===== src/verilog/tpg_pkg.sv =====
package tpg_pkg;

    // register map, 32-bit aligned words
    localparam int          APB_AW        = 12;
    localparam logic [11:0] CTRL_OFS      = 12'h000;
    localparam logic [11:0] STATUS_OFS    = 12'h004;

    // control fields
    localparam int          CTRL_BURST    = 0;
    localparam int          CTRL_ODD      = 1;
    localparam int          CTRL_SEVEN    = 2;
    localparam int          CTRL_W        = 3;
    localparam logic [2:0]  CTRL_RESET    = 3'h0;

    // status fields
    localparam int          ST_COUNT_LSB  = 0;
    localparam int          ST_OE         = 4;
    localparam int          ST_WSTAT      = 5;
    localparam int          ST_RSTPEND    = 6;
    localparam int          ST_STARTDLY   = 7;

    // character counter
    localparam logic [3:0]  CHAR_LAST     = 4'h9;
    localparam int          NUM_SLOTS     = 10;
    localparam logic [2:0]  RESET_TICKS   = 3'h4;

    // timing, clock period 5 ns
    localparam int          CLK_PERIOD_PS = 5000;
    localparam int          WCLK_DELAY_NS = 400;
    localparam int          PULSE_US      = 2;
    localparam int          START_DLY_MS  = 50;
    localparam int          WCLK_DELAY_CYC =
        (WCLK_DELAY_NS * 1000 + CLK_PERIOD_PS - 1) / CLK_PERIOD_PS;
    localparam int          PULSE_CYC     = (PULSE_US * 1000000) / CLK_PERIOD_PS;
    localparam longint      START_DLY_CYC =
        (START_DLY_MS * 64'd1000000000) / CLK_PERIOD_PS;

    localparam int          FIFO_DEPTH    = 8;

    typedef struct packed {
        logic       parity;
        logic [7:0] data;
    } tpg_char_s;

    typedef enum logic [2:0] {
        BST_IDLE,
        BST_START,
        BST_RUN,
        BST_RST_WAIT,
        BST_RST_PULSE
    } tpg_burst_e;

endpackage : tpg_pkg


===== src/verilog/tpg_top.sv =====
// Behaviour
// - each master clock tick with no character pending steps a four-bit counter 0..9, then wraps to zero.
// - counter decodes into ten exclusive character gates for the pattern source.
// - count equals slot minus one, plain binary; tenth tick returns to zero.
// - each counter step starts a 400 ns delay before the write clock.
// - after the delay, one 2 us write clock pulse per character.
// - parity set for even ones with odd select, or odd ones with even select.
// - continuous mode: counter free-running, output enable always on.
// - continuous mode: write-reset delay, counter and pulse held cleared.
// - parity, data and write clock reach outputs only while output enabled.
// - status indicator lit while write-current status input is low.
// - falling edge of burst gate starts a 50 ms start delay.
// - during start delay: count forced nine, delay stage reset, outputs off.
// - delay expiry releases counter and enables outputs until gate ends.
// - write-reset generator held cleared while the burst gate is asserted.
// - gate rising edge stops counter and outputs, then counts four ticks.
// - after the fourth tick, one 2 us active-low write-reset pulse.
// - seven-track format leaves data bits zero and one unused.
//
// Our own choices: the address map and the APB interface to the registers.
`timescale 1ns/1ps

module tpg_fifo #(
    parameter int W = 9,
    parameter int D = 8
) (
    // clock and reset
    input  wire logic         clk,
    input  wire logic         rstn,
    input  wire logic         flush,
    // fill side
    input  wire logic         in_valid,
    output logic              in_ready,
    input  wire logic [W-1:0] in_data,
    // drain side
    output logic              out_valid,
    input  wire logic         out_ready,
    output logic [W-1:0]      out_data
);
    localparam int AW = $clog2(D);

    logic [W-1:0] mem_q [D];
    logic [W-1:0] mem_d [D];
    logic [AW:0]  wr_q, wr_d, rd_q, rd_d;
    logic         push, pop;

    assign in_ready  = (wr_q[AW-1:0] != rd_q[AW-1:0]) || (wr_q[AW] == rd_q[AW]);
    assign out_valid = (wr_q != rd_q);
    assign out_data  = mem_q[rd_q[AW-1:0]];
    assign push      = in_valid && in_ready;
    assign pop       = out_valid && out_ready;

    always_comb begin
        mem_d = mem_q;
        wr_d  = wr_q;
        rd_d  = rd_q;
        if (flush) begin
            rd_d = wr_q;
        end else begin
            if (push) begin
                mem_d[wr_q[AW-1:0]] = in_data;
                wr_d = wr_q + 1'b1;
            end
            if (pop) begin
                rd_d = rd_q + 1'b1;
            end
        end
    end

    always_ff @(posedge clk or negedge rstn) begin
        if (!rstn) begin
            for (int i = 0; i < D; i++) begin
                mem_q[i] <= '0;
            end
            wr_q <= '0;
            rd_q <= '0;
        end else begin
            mem_q <= mem_d;
            wr_q  <= wr_d;
            rd_q  <= rd_d;
        end
    end
endmodule : tpg_fifo

module tpg_top
    import tpg_pkg::*;
#(
    parameter int unsigned START_CYC = 32'(tpg_pkg::START_DLY_CYC)
) (
    // clock and reset
    input  wire logic        clk,
    input  wire logic        rstn,
    // apb slave
    input  wire logic        psel,
    input  wire logic        penable,
    input  wire logic        pwrite,
    input  wire logic [11:0] paddr,
    input  wire logic [31:0] pwdata,
    output logic             pready,
    output logic [31:0]      prdata,
    output logic             pslverr,
    // master clock and tester gate, asynchronous pins
    input  wire logic        master_clk,
    input  wire logic        write_burst_gate_n,
    input  wire logic        write_current_status_n,
    // pattern source
    output logic [9:0]       char_gate,
    input  wire logic [7:0]  pattern_char,
    // tape unit write side
    output logic             write_parity_bit,
    output logic [7:0]       write_data,
    output logic             write_clock_out,
    output logic             write_reset_pulse_n,
    output logic             write_status_led
);
    import tpg_pkg::*;

    localparam int SYNC_W = 11;

    logic [SYNC_W-1:0] sync1_q, sync2_q;
    logic              mclk_prev_q, gate_prev_q;
    logic [CTRL_W-1:0] ctrl_q, ctrl_d;
    logic              pready_q, pready_d, pslverr_q, pslverr_d;
    logic [31:0]       prdata_q, prdata_d;
    logic [3:0]        count_q, count_d;
    logic [9:0]        gate_q, gate_d;
    logic [6:0]        dly_q, dly_d;
    logic              busy_q, busy_d;
    logic [8:0]        wclk_cnt_q, wclk_cnt_d;
    logic              wclk_q, wclk_d;
    tpg_char_s         out_q, out_d;
    tpg_burst_e        state_q, state_d;
    logic [23:0]       start_q, start_d;
    logic [2:0]        ticks_q, ticks_d;
    logic [8:0]        rst_cnt_q, rst_cnt_d;
    logic              rstp_n_q, rstp_n_d;
    logic              led_q;

    logic              mclk_s, gate_s, wstat_s, tick, gate_fall, gate_rise;
    logic [7:0]        char_s, char_m;
    logic              burst, oe, push_ok, fifo_in_ready, fifo_out_valid, pop;
    tpg_char_s         fifo_out;
    logic              wr_en;

    function automatic logic parity_of(input logic [7:0] c, input logic odd_sel);
        parity_of = (^c) ^ odd_sel;
    endfunction : parity_of

    // pins cross in through two flops; edge logic reads only the second stage
    always_ff @(posedge clk or negedge rstn) begin
        if (!rstn) begin
            // both stages reset to the idle pin levels, so no false gate edge follows reset
            sync1_q     <= {3'h3, 8'h00};
            sync2_q     <= {3'h3, 8'h00};
            mclk_prev_q <= 1'b0;
            gate_prev_q <= 1'b1;
            led_q       <= 1'b0;
        end else begin
            sync1_q     <= {master_clk, write_burst_gate_n, write_current_status_n,
                            pattern_char};
            sync2_q     <= sync1_q;
            mclk_prev_q <= mclk_s;
            gate_prev_q <= gate_s;
            led_q       <= ~wstat_s;
        end
    end

    assign mclk_s    = sync2_q[10];
    assign gate_s    = sync2_q[9];
    assign wstat_s   = sync2_q[8];
    assign char_s    = sync2_q[7:0];
    assign tick      = mclk_s && !mclk_prev_q;
    assign gate_fall = gate_prev_q && !gate_s;
    assign gate_rise = !gate_prev_q && gate_s;
    assign burst     = ctrl_q[CTRL_BURST];
    assign oe        = !burst || (state_q == BST_RUN);

    // apb: one wait state, answer on the second access cycle
    assign wr_en = psel && penable && pready_q && pwrite;

    always_comb begin
        ctrl_d    = ctrl_q;
        pready_d  = psel && penable && !pready_q;
        pslverr_d = 1'b0;
        prdata_d  = '0;
        if (pready_d) begin
            unique case (paddr)
                CTRL_OFS: begin
                    prdata_d[CTRL_W-1:0] = ctrl_q;
                end
                STATUS_OFS: begin
                    prdata_d[ST_COUNT_LSB +: 4] = count_q;
                    prdata_d[ST_OE]             = oe;
                    prdata_d[ST_WSTAT]          = led_q;
                    prdata_d[ST_RSTPEND]        = (state_q == BST_RST_WAIT) ||
                                                  (state_q == BST_RST_PULSE);
                    prdata_d[ST_STARTDLY]       = (state_q == BST_START);
                end
                default: begin
                    pslverr_d = 1'b1;
                end
            endcase
        end
        if (wr_en && paddr == CTRL_OFS) begin
            ctrl_d = pwdata[CTRL_W-1:0];
        end
    end

    // burst sequencing
    always_comb begin
        state_d   = state_q;
        start_d   = start_q;
        ticks_d   = ticks_q;
        rst_cnt_d = rst_cnt_q;
        rstp_n_d  = 1'b1;
        if (!burst) begin
            state_d   = BST_IDLE;
            start_d   = '0;
            ticks_d   = '0;
            rst_cnt_d = '0;
        end else if (gate_fall) begin
            state_d   = BST_START;
            start_d   = 24'(START_CYC - 1);
            ticks_d   = '0;
            rst_cnt_d = '0;
        end else begin
            unique case (state_q)
                BST_IDLE: begin
                    ticks_d = '0;
                end
                BST_START: begin
                    if (gate_rise) begin
                        state_d = BST_RST_WAIT;
                    end else if (start_q == '0) begin
                        state_d = BST_RUN;
                    end else begin
                        start_d = start_q - 1'b1;
                    end
                end
                BST_RUN: begin
                    if (gate_rise) begin
                        state_d = BST_RST_WAIT;
                        ticks_d = '0;
                    end
                end
                BST_RST_WAIT: begin
                    if (tick) begin
                        ticks_d = ticks_q + 1'b1;
                        if (ticks_q == RESET_TICKS - 3'h1) begin
                            state_d   = BST_RST_PULSE;
                            rst_cnt_d = 9'(PULSE_CYC - 1);
                            rstp_n_d  = 1'b0;
                        end
                    end
                end
                BST_RST_PULSE: begin
                    if (rst_cnt_q == '0) begin
                        state_d = BST_IDLE;
                        ticks_d = '0;
                    end else begin
                        rst_cnt_d = rst_cnt_q - 1'b1;
                        rstp_n_d  = 1'b0;
                    end
                end
            endcase
        end
    end

    // character counter, gates and capture delay
    assign char_m  = ctrl_q[CTRL_SEVEN] ? {char_s[7:2], 2'b00} : char_s;
    assign push_ok = busy_q && oe && (dly_q == '0);

    always_comb begin
        count_d = count_q;
        dly_d   = dly_q;
        busy_d  = busy_q;
        if (burst && state_q == BST_START) begin
            count_d = CHAR_LAST;
            busy_d  = 1'b0;
            dly_d   = '0;
        end else if (!oe) begin
            busy_d  = 1'b0;
            dly_d   = '0;
        end else if (tick && !busy_q) begin
            // a tick that lands while a character is still pending is dropped
            count_d = (count_q == CHAR_LAST) ? 4'h0 : count_q + 4'h1;
            busy_d  = 1'b1;
            dly_d   = 7'(WCLK_DELAY_CYC - 1);
        end else if (busy_q && dly_q != '0) begin
            dly_d   = dly_q - 1'b1;
        end else if (push_ok && fifo_in_ready) begin
            busy_d  = 1'b0;
        end
    end

    for (genvar i = 0; i < NUM_SLOTS; i++) begin : g_gate
        assign gate_d[i] = (count_d == 4'(i));
    end

    tpg_fifo #(
        .W ($bits(tpg_char_s)),
        .D (FIFO_DEPTH)
    ) u_fifo (
        .clk       (clk),
        .rstn      (rstn),
        .flush     (!oe),
        .in_valid  (push_ok),
        .in_ready  (fifo_in_ready),
        .in_data   ({parity_of(char_m, ctrl_q[CTRL_ODD]), char_m}),
        .out_valid (fifo_out_valid),
        .out_ready (wclk_cnt_q == '0),
        .out_data  (fifo_out)
    );

    // output stage stalls the fifo for the length of each write clock pulse
    assign pop = fifo_out_valid && (wclk_cnt_q == '0) && oe;

    always_comb begin
        out_d      = out_q;
        wclk_cnt_d = wclk_cnt_q;
        wclk_d     = wclk_q;
        if (!oe) begin
            out_d      = '0;
            wclk_cnt_d = '0;
            wclk_d     = 1'b0;
        end else if (pop) begin
            out_d      = fifo_out;
            wclk_cnt_d = 9'(PULSE_CYC);
            wclk_d     = 1'b1;
        end else if (wclk_cnt_q != '0) begin
            wclk_cnt_d = wclk_cnt_q - 1'b1;
            wclk_d     = (wclk_cnt_q != 9'h1);
        end
    end

    always_ff @(posedge clk or negedge rstn) begin
        if (!rstn) begin
            ctrl_q     <= CTRL_RESET;
            pready_q   <= 1'b0;
            pslverr_q  <= 1'b0;
            prdata_q   <= '0;
            count_q    <= '0;
            gate_q     <= 10'h001;
            dly_q      <= '0;
            busy_q     <= 1'b0;
            wclk_cnt_q <= '0;
            wclk_q     <= 1'b0;
            out_q      <= '0;
            state_q    <= BST_IDLE;
            start_q    <= '0;
            ticks_q    <= '0;
            rst_cnt_q  <= '0;
            rstp_n_q   <= 1'b1;
        end else begin
            ctrl_q     <= ctrl_d;
            pready_q   <= pready_d;
            pslverr_q  <= pslverr_d;
            prdata_q   <= prdata_d;
            count_q    <= count_d;
            gate_q     <= gate_d;
            dly_q      <= dly_d;
            busy_q     <= busy_d;
            wclk_cnt_q <= wclk_cnt_d;
            wclk_q     <= wclk_d;
            out_q      <= out_d;
            state_q    <= state_d;
            start_q    <= start_d;
            ticks_q    <= ticks_d;
            rst_cnt_q  <= rst_cnt_d;
            rstp_n_q   <= rstp_n_d;
        end
    end

    assign pready              = pready_q;
    assign pslverr             = pslverr_q;
    assign prdata              = prdata_q;
    assign char_gate           = gate_q;
    assign write_parity_bit    = out_q.parity;
    assign write_data          = out_q.data;
    assign write_clock_out     = wclk_q;
    assign write_reset_pulse_n = rstp_n_q;
    assign write_status_led    = led_q;

endmodule : tpg_top


===== config.mk =====
export PLATFORM = sky130hd
export DESIGN_NAME = tpg_top
export DESIGN_NICKNAME = d
export VERILOG_FILES = /design/src/verilog/tpg_pkg.sv /design/src/verilog/tpg_top.sv
export SDC_FILE = /design/constraint.sdc
export NUM_CORES = 1
export LEC_CHECK = 0
export BUFFER_PORTS_ARGS = -buffer_cell sky130_fd_sc_hd__buf_2
export CAP_MARGIN = 20
export CORE_AREA = 5 5 140 142
export DETAILED_ROUTE_END_ITERATION = 10
export DIE_AREA = 0 0 145 147
export PLACE_DENSITY = 0.76
export SYNTH_ARGS = -nofsm -noshare
export SYNTH_HDL_FRONTEND = slang
export SYNTH_SLANG_ARGS = --single-unit

===== constraint.sdc =====
create_clock -name clk -period 2.7 [get_ports clk]
set_input_delay 0.675 -clock clk [delete_from_list [all_inputs] [get_ports clk]]
set_output_delay 0.675 -clock clk [all_outputs]
set_load 0.02 [all_outputs]

== Yosys cells after proc, flatten, opt, wreduce, memory -nomap -nowiden ==
Index checks and enable logic that the tools add are counted.
Storage, ports and cells
  bits in registers: 199
  output and inout port bits: 56
Operators by class
  add/sub/neg operators: 8
  order comparisons: 3
  equal/unequal tests: 38
  mux-type cells: 66
  bitwise operators: 4
  reductions and logical operators: 43
Operator list (number)
  24-bit 2-to-1 mux: 5
  9-bit 2-to-1 mux: 13
  72-bit bitwise mux: 1
  3-bit 2-to-1 mux: 12
  7-bit 2-to-1 mux: 4
  9-bit binary-select mux with 3-bit select: 1
  9-bit demux with 3-bit select: 1
  24-bit zero test: 1
  4-bit 2-to-1 mux: 6
  3-bit one-hot mux with 4 select lines: 2
  24-bit by 1-bit subtractor with 24-bit output (second input constant): 1
  9-bit zero test: 2
  9-bit one-hot mux with 2 select lines: 1
  9-bit by 1-bit subtractor with 9-bit output (second input constant): 2
  1-bit logical AND: 17
  4-bit by 3-bit == test with 1-bit output (second input constant): 4
  4-bit != test (second input constant): 4
  1-bit 2-to-1 mux: 15
  4-bit by 1-bit adder with 4-bit output (second input constant): 3
  12-bit by 3-bit == test with 1-bit output (second input constant): 1
  4-bit == test (second input constant): 3
  12-bit zero test: 1
  4-bit by 1-bit != test with 1-bit output (second input constant): 3
  6-bit by 1-bit != test with 1-bit output (second input constant): 2
  39 further kinds: 57

== Longest topological paths before layout ==
  word-level depth: 10
  depth in mapped cells: 9
  mapped depth without buffers: 8

== Hierarchy ==
Synthesis repeated with hierarchy kept, for this count alone.
Unflattened totals
  cell total of the unflattened synthesis: 781
  area, all modules: 9570.4 sq um
Modules (own cells, without submodules)
  tpg_top: times used 1, cells each 540, area an instance 5661.7 sq um
  tpg_fifo: times used 1, cells each 241, area an instance 3908.7 sq um

== Least setup slack after synthesis ==
No wires, ideal clock.
  kind: register to register
  start: register dly_q[0]
  end: register u_fifo.mem_q[27] (netlist bit)
  setup time: 125 ps
  arrival: 2494 ps
  slack: 81 ps
  stages on the path, launching flop included: 9
  path buffers: 1
  period minus slack after synthesis: 2619 ps
  cells stage by stage: dfrtp_1 -> inv_1 -> ha_1 -> or4b_1 -> a2111oi_4 -> nand2_2 -> buf_6 -> nor4b_4 -> mux2_2
Between the ends
  cells in the longest elaborated chain, start to end: 4
Ends and longest elaborated chain
  from (decl): RTL line tpg_top.sv:127  | logic [6:0] dly_q, dly_d;
  from (signal assigned): RTL line tpg_top.sv:361  | dly_q <= dly_d;
  7-bit zero test: RTL line tpg_top.sv:271  | assign push_ok = busy_q && oe && (dly_q == '0);
  1-bit logical AND: RTL line tpg_top.sv:271
  1-bit logical AND: RTL line tpg_top.sv:50  | assign push = in_valid && in_ready;
  2-bit AND reduction (no line)
  to (signal assigned): RTL line tpg_top.sv:78  | mem_q <= mem_d;
  to (decl): RTL line tpg_top.sv:42  | logic [W-1:0] mem_q [D];
No other way between the ends.
A chain may end at the register's enable or synchronous reset.

== Final worst setup path ==
  start: register dly_q[1]
  end: register u_fifo.mem_q[24] (netlist bit)
The elaborated chain is that of the path after synthesis.

==> key figures <==
Layout
  • Ant. Diodes: 0
  • Area grow syn2layout: 15.2%
  • Fin nets: 967
  • Share of layout cells above drive strength 1: 29.3%
  • Post-Layout Inst Area: approximately 11000 um2
  • Fillers: 1452

Timing
  • Crit share post-route: a little over nine tenths
  • Worst Clk Skew: roughly 13 ps
  • RSZ-0062 raised after global routing: no
  • Worst rel slew slack: about 53%
  • Maximum clock rate: just under 0.4 GHz
  • Final Hold Viols: 0
  • Final setup vio count: 0
  • Hold_ws: a little under 200 ps
  • Min cycle time layout: between 2000 and 3000 ps
  • Worst slew pin tran: 695 ps
  • Final slew viol count: 0

GRT
  • Total gr overflow: 0
  • First-pass GRT wire length: between 30000 and 40000 um
  • Initial antenna violation count: 0
  • Gr usage total: around a fifth
  • Largest net degree at the start of global routing: 65
  • Vias in the first global route: between 6000 and 7000

Setup path
  • FF-to-FF path depth: 8
  • CP Capture Type: flip-flop
  • Critical R2R Launch: dly_q[1]
  • CP endpoint: u_fifo.mem_q[24]
  • WS Path Type: flip-flop to flip-flop
  • Data arrival time of the worst path: roughly 2900 ps
  • Worst EP required: about 3000 ps
  • Crit path launch: dly_q[1]
  • R2r endpoint: u_fifo.mem_q[24]
  • R2r setup slk: between 100 and 150 ps
  • Crit start category: flip-flop
  • Max Fanout on Critical Path: 5

Route
  • Post-Route WL: 19600 um
  • DRT Pass-1 Iters: 5
  • Routed Antenna Nets: 0
  • Vias per Instance: around 5.7
  • Routed len/inst: about 17 um
  • Post-route DRC: 0
  • Vias: roughly 6500
  • DR iter-0 viols: a little under 400

Place
  • DP Area: between 10000 and 15000 um2
  • Dpl hpwl: 13500 um
  • PortBufs: 62
  • Final Wtd Congestion: approximately 0.82

Power
  • Power density over the cells: around 730 nW/um2
  • Pwr Total: 7.99 mW
  • Maximum vdd drop: ~520 uV
  • Leak pwr: between 5 and 6 nW

Synthesis
  • Register area share after synthesis: roughly 53%
  • Mapped Cells: ~810
  • Number of register bits inferred by synthesis: 199
  • Adder-cell share of the synthesized area: between 1.5 and 2%
  • Synth Cell Area: around 9500 um2
  • Async SR Flop Fraction: 100%
  • Synth top cells by count: dfrtp_1 (192), mux2_2 (77), nor2_1 (67)
  • Mux share of post-synthesis cell area: ~15%
  • Yosys Warn Count: 0
  • Post-synth EDFFs: 0
  • Synth Area in XOR/XNOR: around 2.4%
  • Main combinational cell family by area after synthesis: multiplexers
  • Yosys top cell area share: 50.8%
  • Post-synthesis simple-gate area fraction: between 10% and 20%
  • Dominant cells by area after synthesis: dfrtp_1 (51%), mux2_2 (9.2%), mux4_2 (4.3%)
  • Post-synth top area cell: dfrtp_1
  • Complex-gate fraction of the synthesized area: approximately a tenth
  • Top-count cell post-synth: dfrtp_1
  • Ys flop type: dfrtp_1
  • Distinct cells, synth: 67
  • Syn avg cell area: ~12 um2

Clocking
  • H-tree Lvls: 4
  • Post-CTS Hold Buffers: 0
  • Sink Count: 199
  • Largest buffer count on any clock path: 2
  • Setup Fix Bufs, Post-CTS: 0
  • CTS Buf Count: 17
  • Clock root cell: clkbuf_16
  • Clock Pin Slew Worst Setup and Hold Paths: 80 ps
  • Clock latency on the worst-skew pair: 440 ps
  • CTS tree: yes

Die
  • Starting Density: approximately 52%
  • Std-Cell Core Area: about 18000 um2
  • Die H: 147 um
  • DIE WIDTH: 145 um
  • IO Pins: about 120
  • Rows: 50
  • Die area: 21300 um2

Job
  • Max Cap Viol: 0

Run status
  • Status: finished, final reports clean

Worst hold path
  • Hold Crit Class: input pin to asynchronous set/reset pin
## cells in the final DEF, fill, tap and decap left out, types with 5 or more instances in the layout
master     instances
a211oi_1          14
a21oi_1           33
a31oi_1           17
buf_2             61
buf_4             45
clkbuf_16         17
conb_1            24
dfrtp_1          192
dfstp_2            7
ha_1              12
inv_1             23
inv_12             6
mux2_2            77
mux2i_1           14
mux4_2            18
nand2_1           39
nand3_1           16
nor2_1            66
nor2b_1            6
nor3_1            23
nor4_1            11
o21ai_0           17
o31ai_1           17
or2_2              5
or3_1             15
or4_1             17
xnor2_1           21
xor2_1             5
## cell type report
| class | instances | area [um2] | area share (%) |
|---|---|---|---|
| Clock inverter | 15 | 225 | 2.07 |
| Tap cell | 234 | 293 | 2.69 |
| Clock buffer | 17 | 425 | 3.91 |
| Multi-Input combinational cell | 543 | 4130 | 37.9 |
| Timing Repair Buffer | 111 | 737 | 6.77 |
| Sequential cell | 199 | 4990 | 45.8 |
| Inverter | 23 | 86.3 | 0.793 |
## worst max-delay path, cell delays in order, from the launching register on
cell and delay [ps]:
dfrtp_1 380, inv_1 70, ha_1 170, or4b_1 500, a2111oi_4 300, and2_2 280
and4b_1 220, buf_4 160, mux2_2 340
## sequential cells by signal, indices dropped and copies added, names as in the netlist, 3 cells and up
name / flops
u_fifo.mem_q: 72
start_q: 24
sync1_q: 11
sync2_q: 11
char_gate: 10
rst_cnt_q: 9
wclk_cnt_q: 9
prdata: 8
write_data: 8
dly_q: 7
count_q: 4
u_fifo.rd_q: 4
u_fifo.wr_q: 4
ctrl_q: 3
state_q: 3
ticks_q: 3
## layer usage
metal / share of wire, % / up-vias / track usage (%)
met4: 1.7 / 0 / 6.54
met3: 3.1 / 22 / 3.89
li1: - / 3072 / -
met2: 52 / 118 / 32.1
met1: 43 / 3331 / 24.4
met5: 0 / - / 0
## power by group
part / total [mW] / leakage, nW / internal [mW] / switching, mW
combinational: 1.70 / 2.05 / 0.704 / 0.992
sequential: 3.58 / 2.65 / 3.33 / 0.245
clock: 2.72 / 0.313 / 1.39 / 1.33
total: 7.99 / 5.02 / 5.43 / 2.57
## how the worst min path moves through the flow
stage / startpoint / endpoint / slack, ps
2_1_floorplan: sync1_q[0] / sync2_q[0] / 330
3_3_place_gp: sync1_q[2] / sync2_q[2] / 330
3_5_place_dp: sync1_q[2] / sync2_q[2] / 340
4_1_cts: rstn / rst_cnt_q[7] / 210
5_1_grt: rstn / rst_cnt_q[7] / 220
6_report: rstn / rst_cnt_q[7] / 190
## cells by family (layout without fill, tap and decap cells)
family,Yosys count,after routing
compound gates,131,131
xor+xnor,26,26
fa+ha+maj,12,12
buf+inv,90,166
flops,199,199
mux,109,109
other cells,1,24
simple gates,241,241
## timing repair
item	in CTS	in global routing
pin swaps	0	1
endpoints found under the setup margin	2	28
gates resized for setup	2	2
## stage by stage
step | setup WS (ps) | utilization (%) | TNS, ps | instances
after global routing | 10.9 | 59.4 | 0 | 1142
after detailed placement | -22.4 | 55.7 | -22.4 | 1110
after floorplan | 80.9 | - | 0 | 832
final | 144 | 59.4 | 0 | 1142
after CTS | 21.1 | 59.3 | 0 | 1142
after global placement | 5.82 | 55.7 | 0 | 1110
Note: power is estimated with default switching activity, not from simulation.
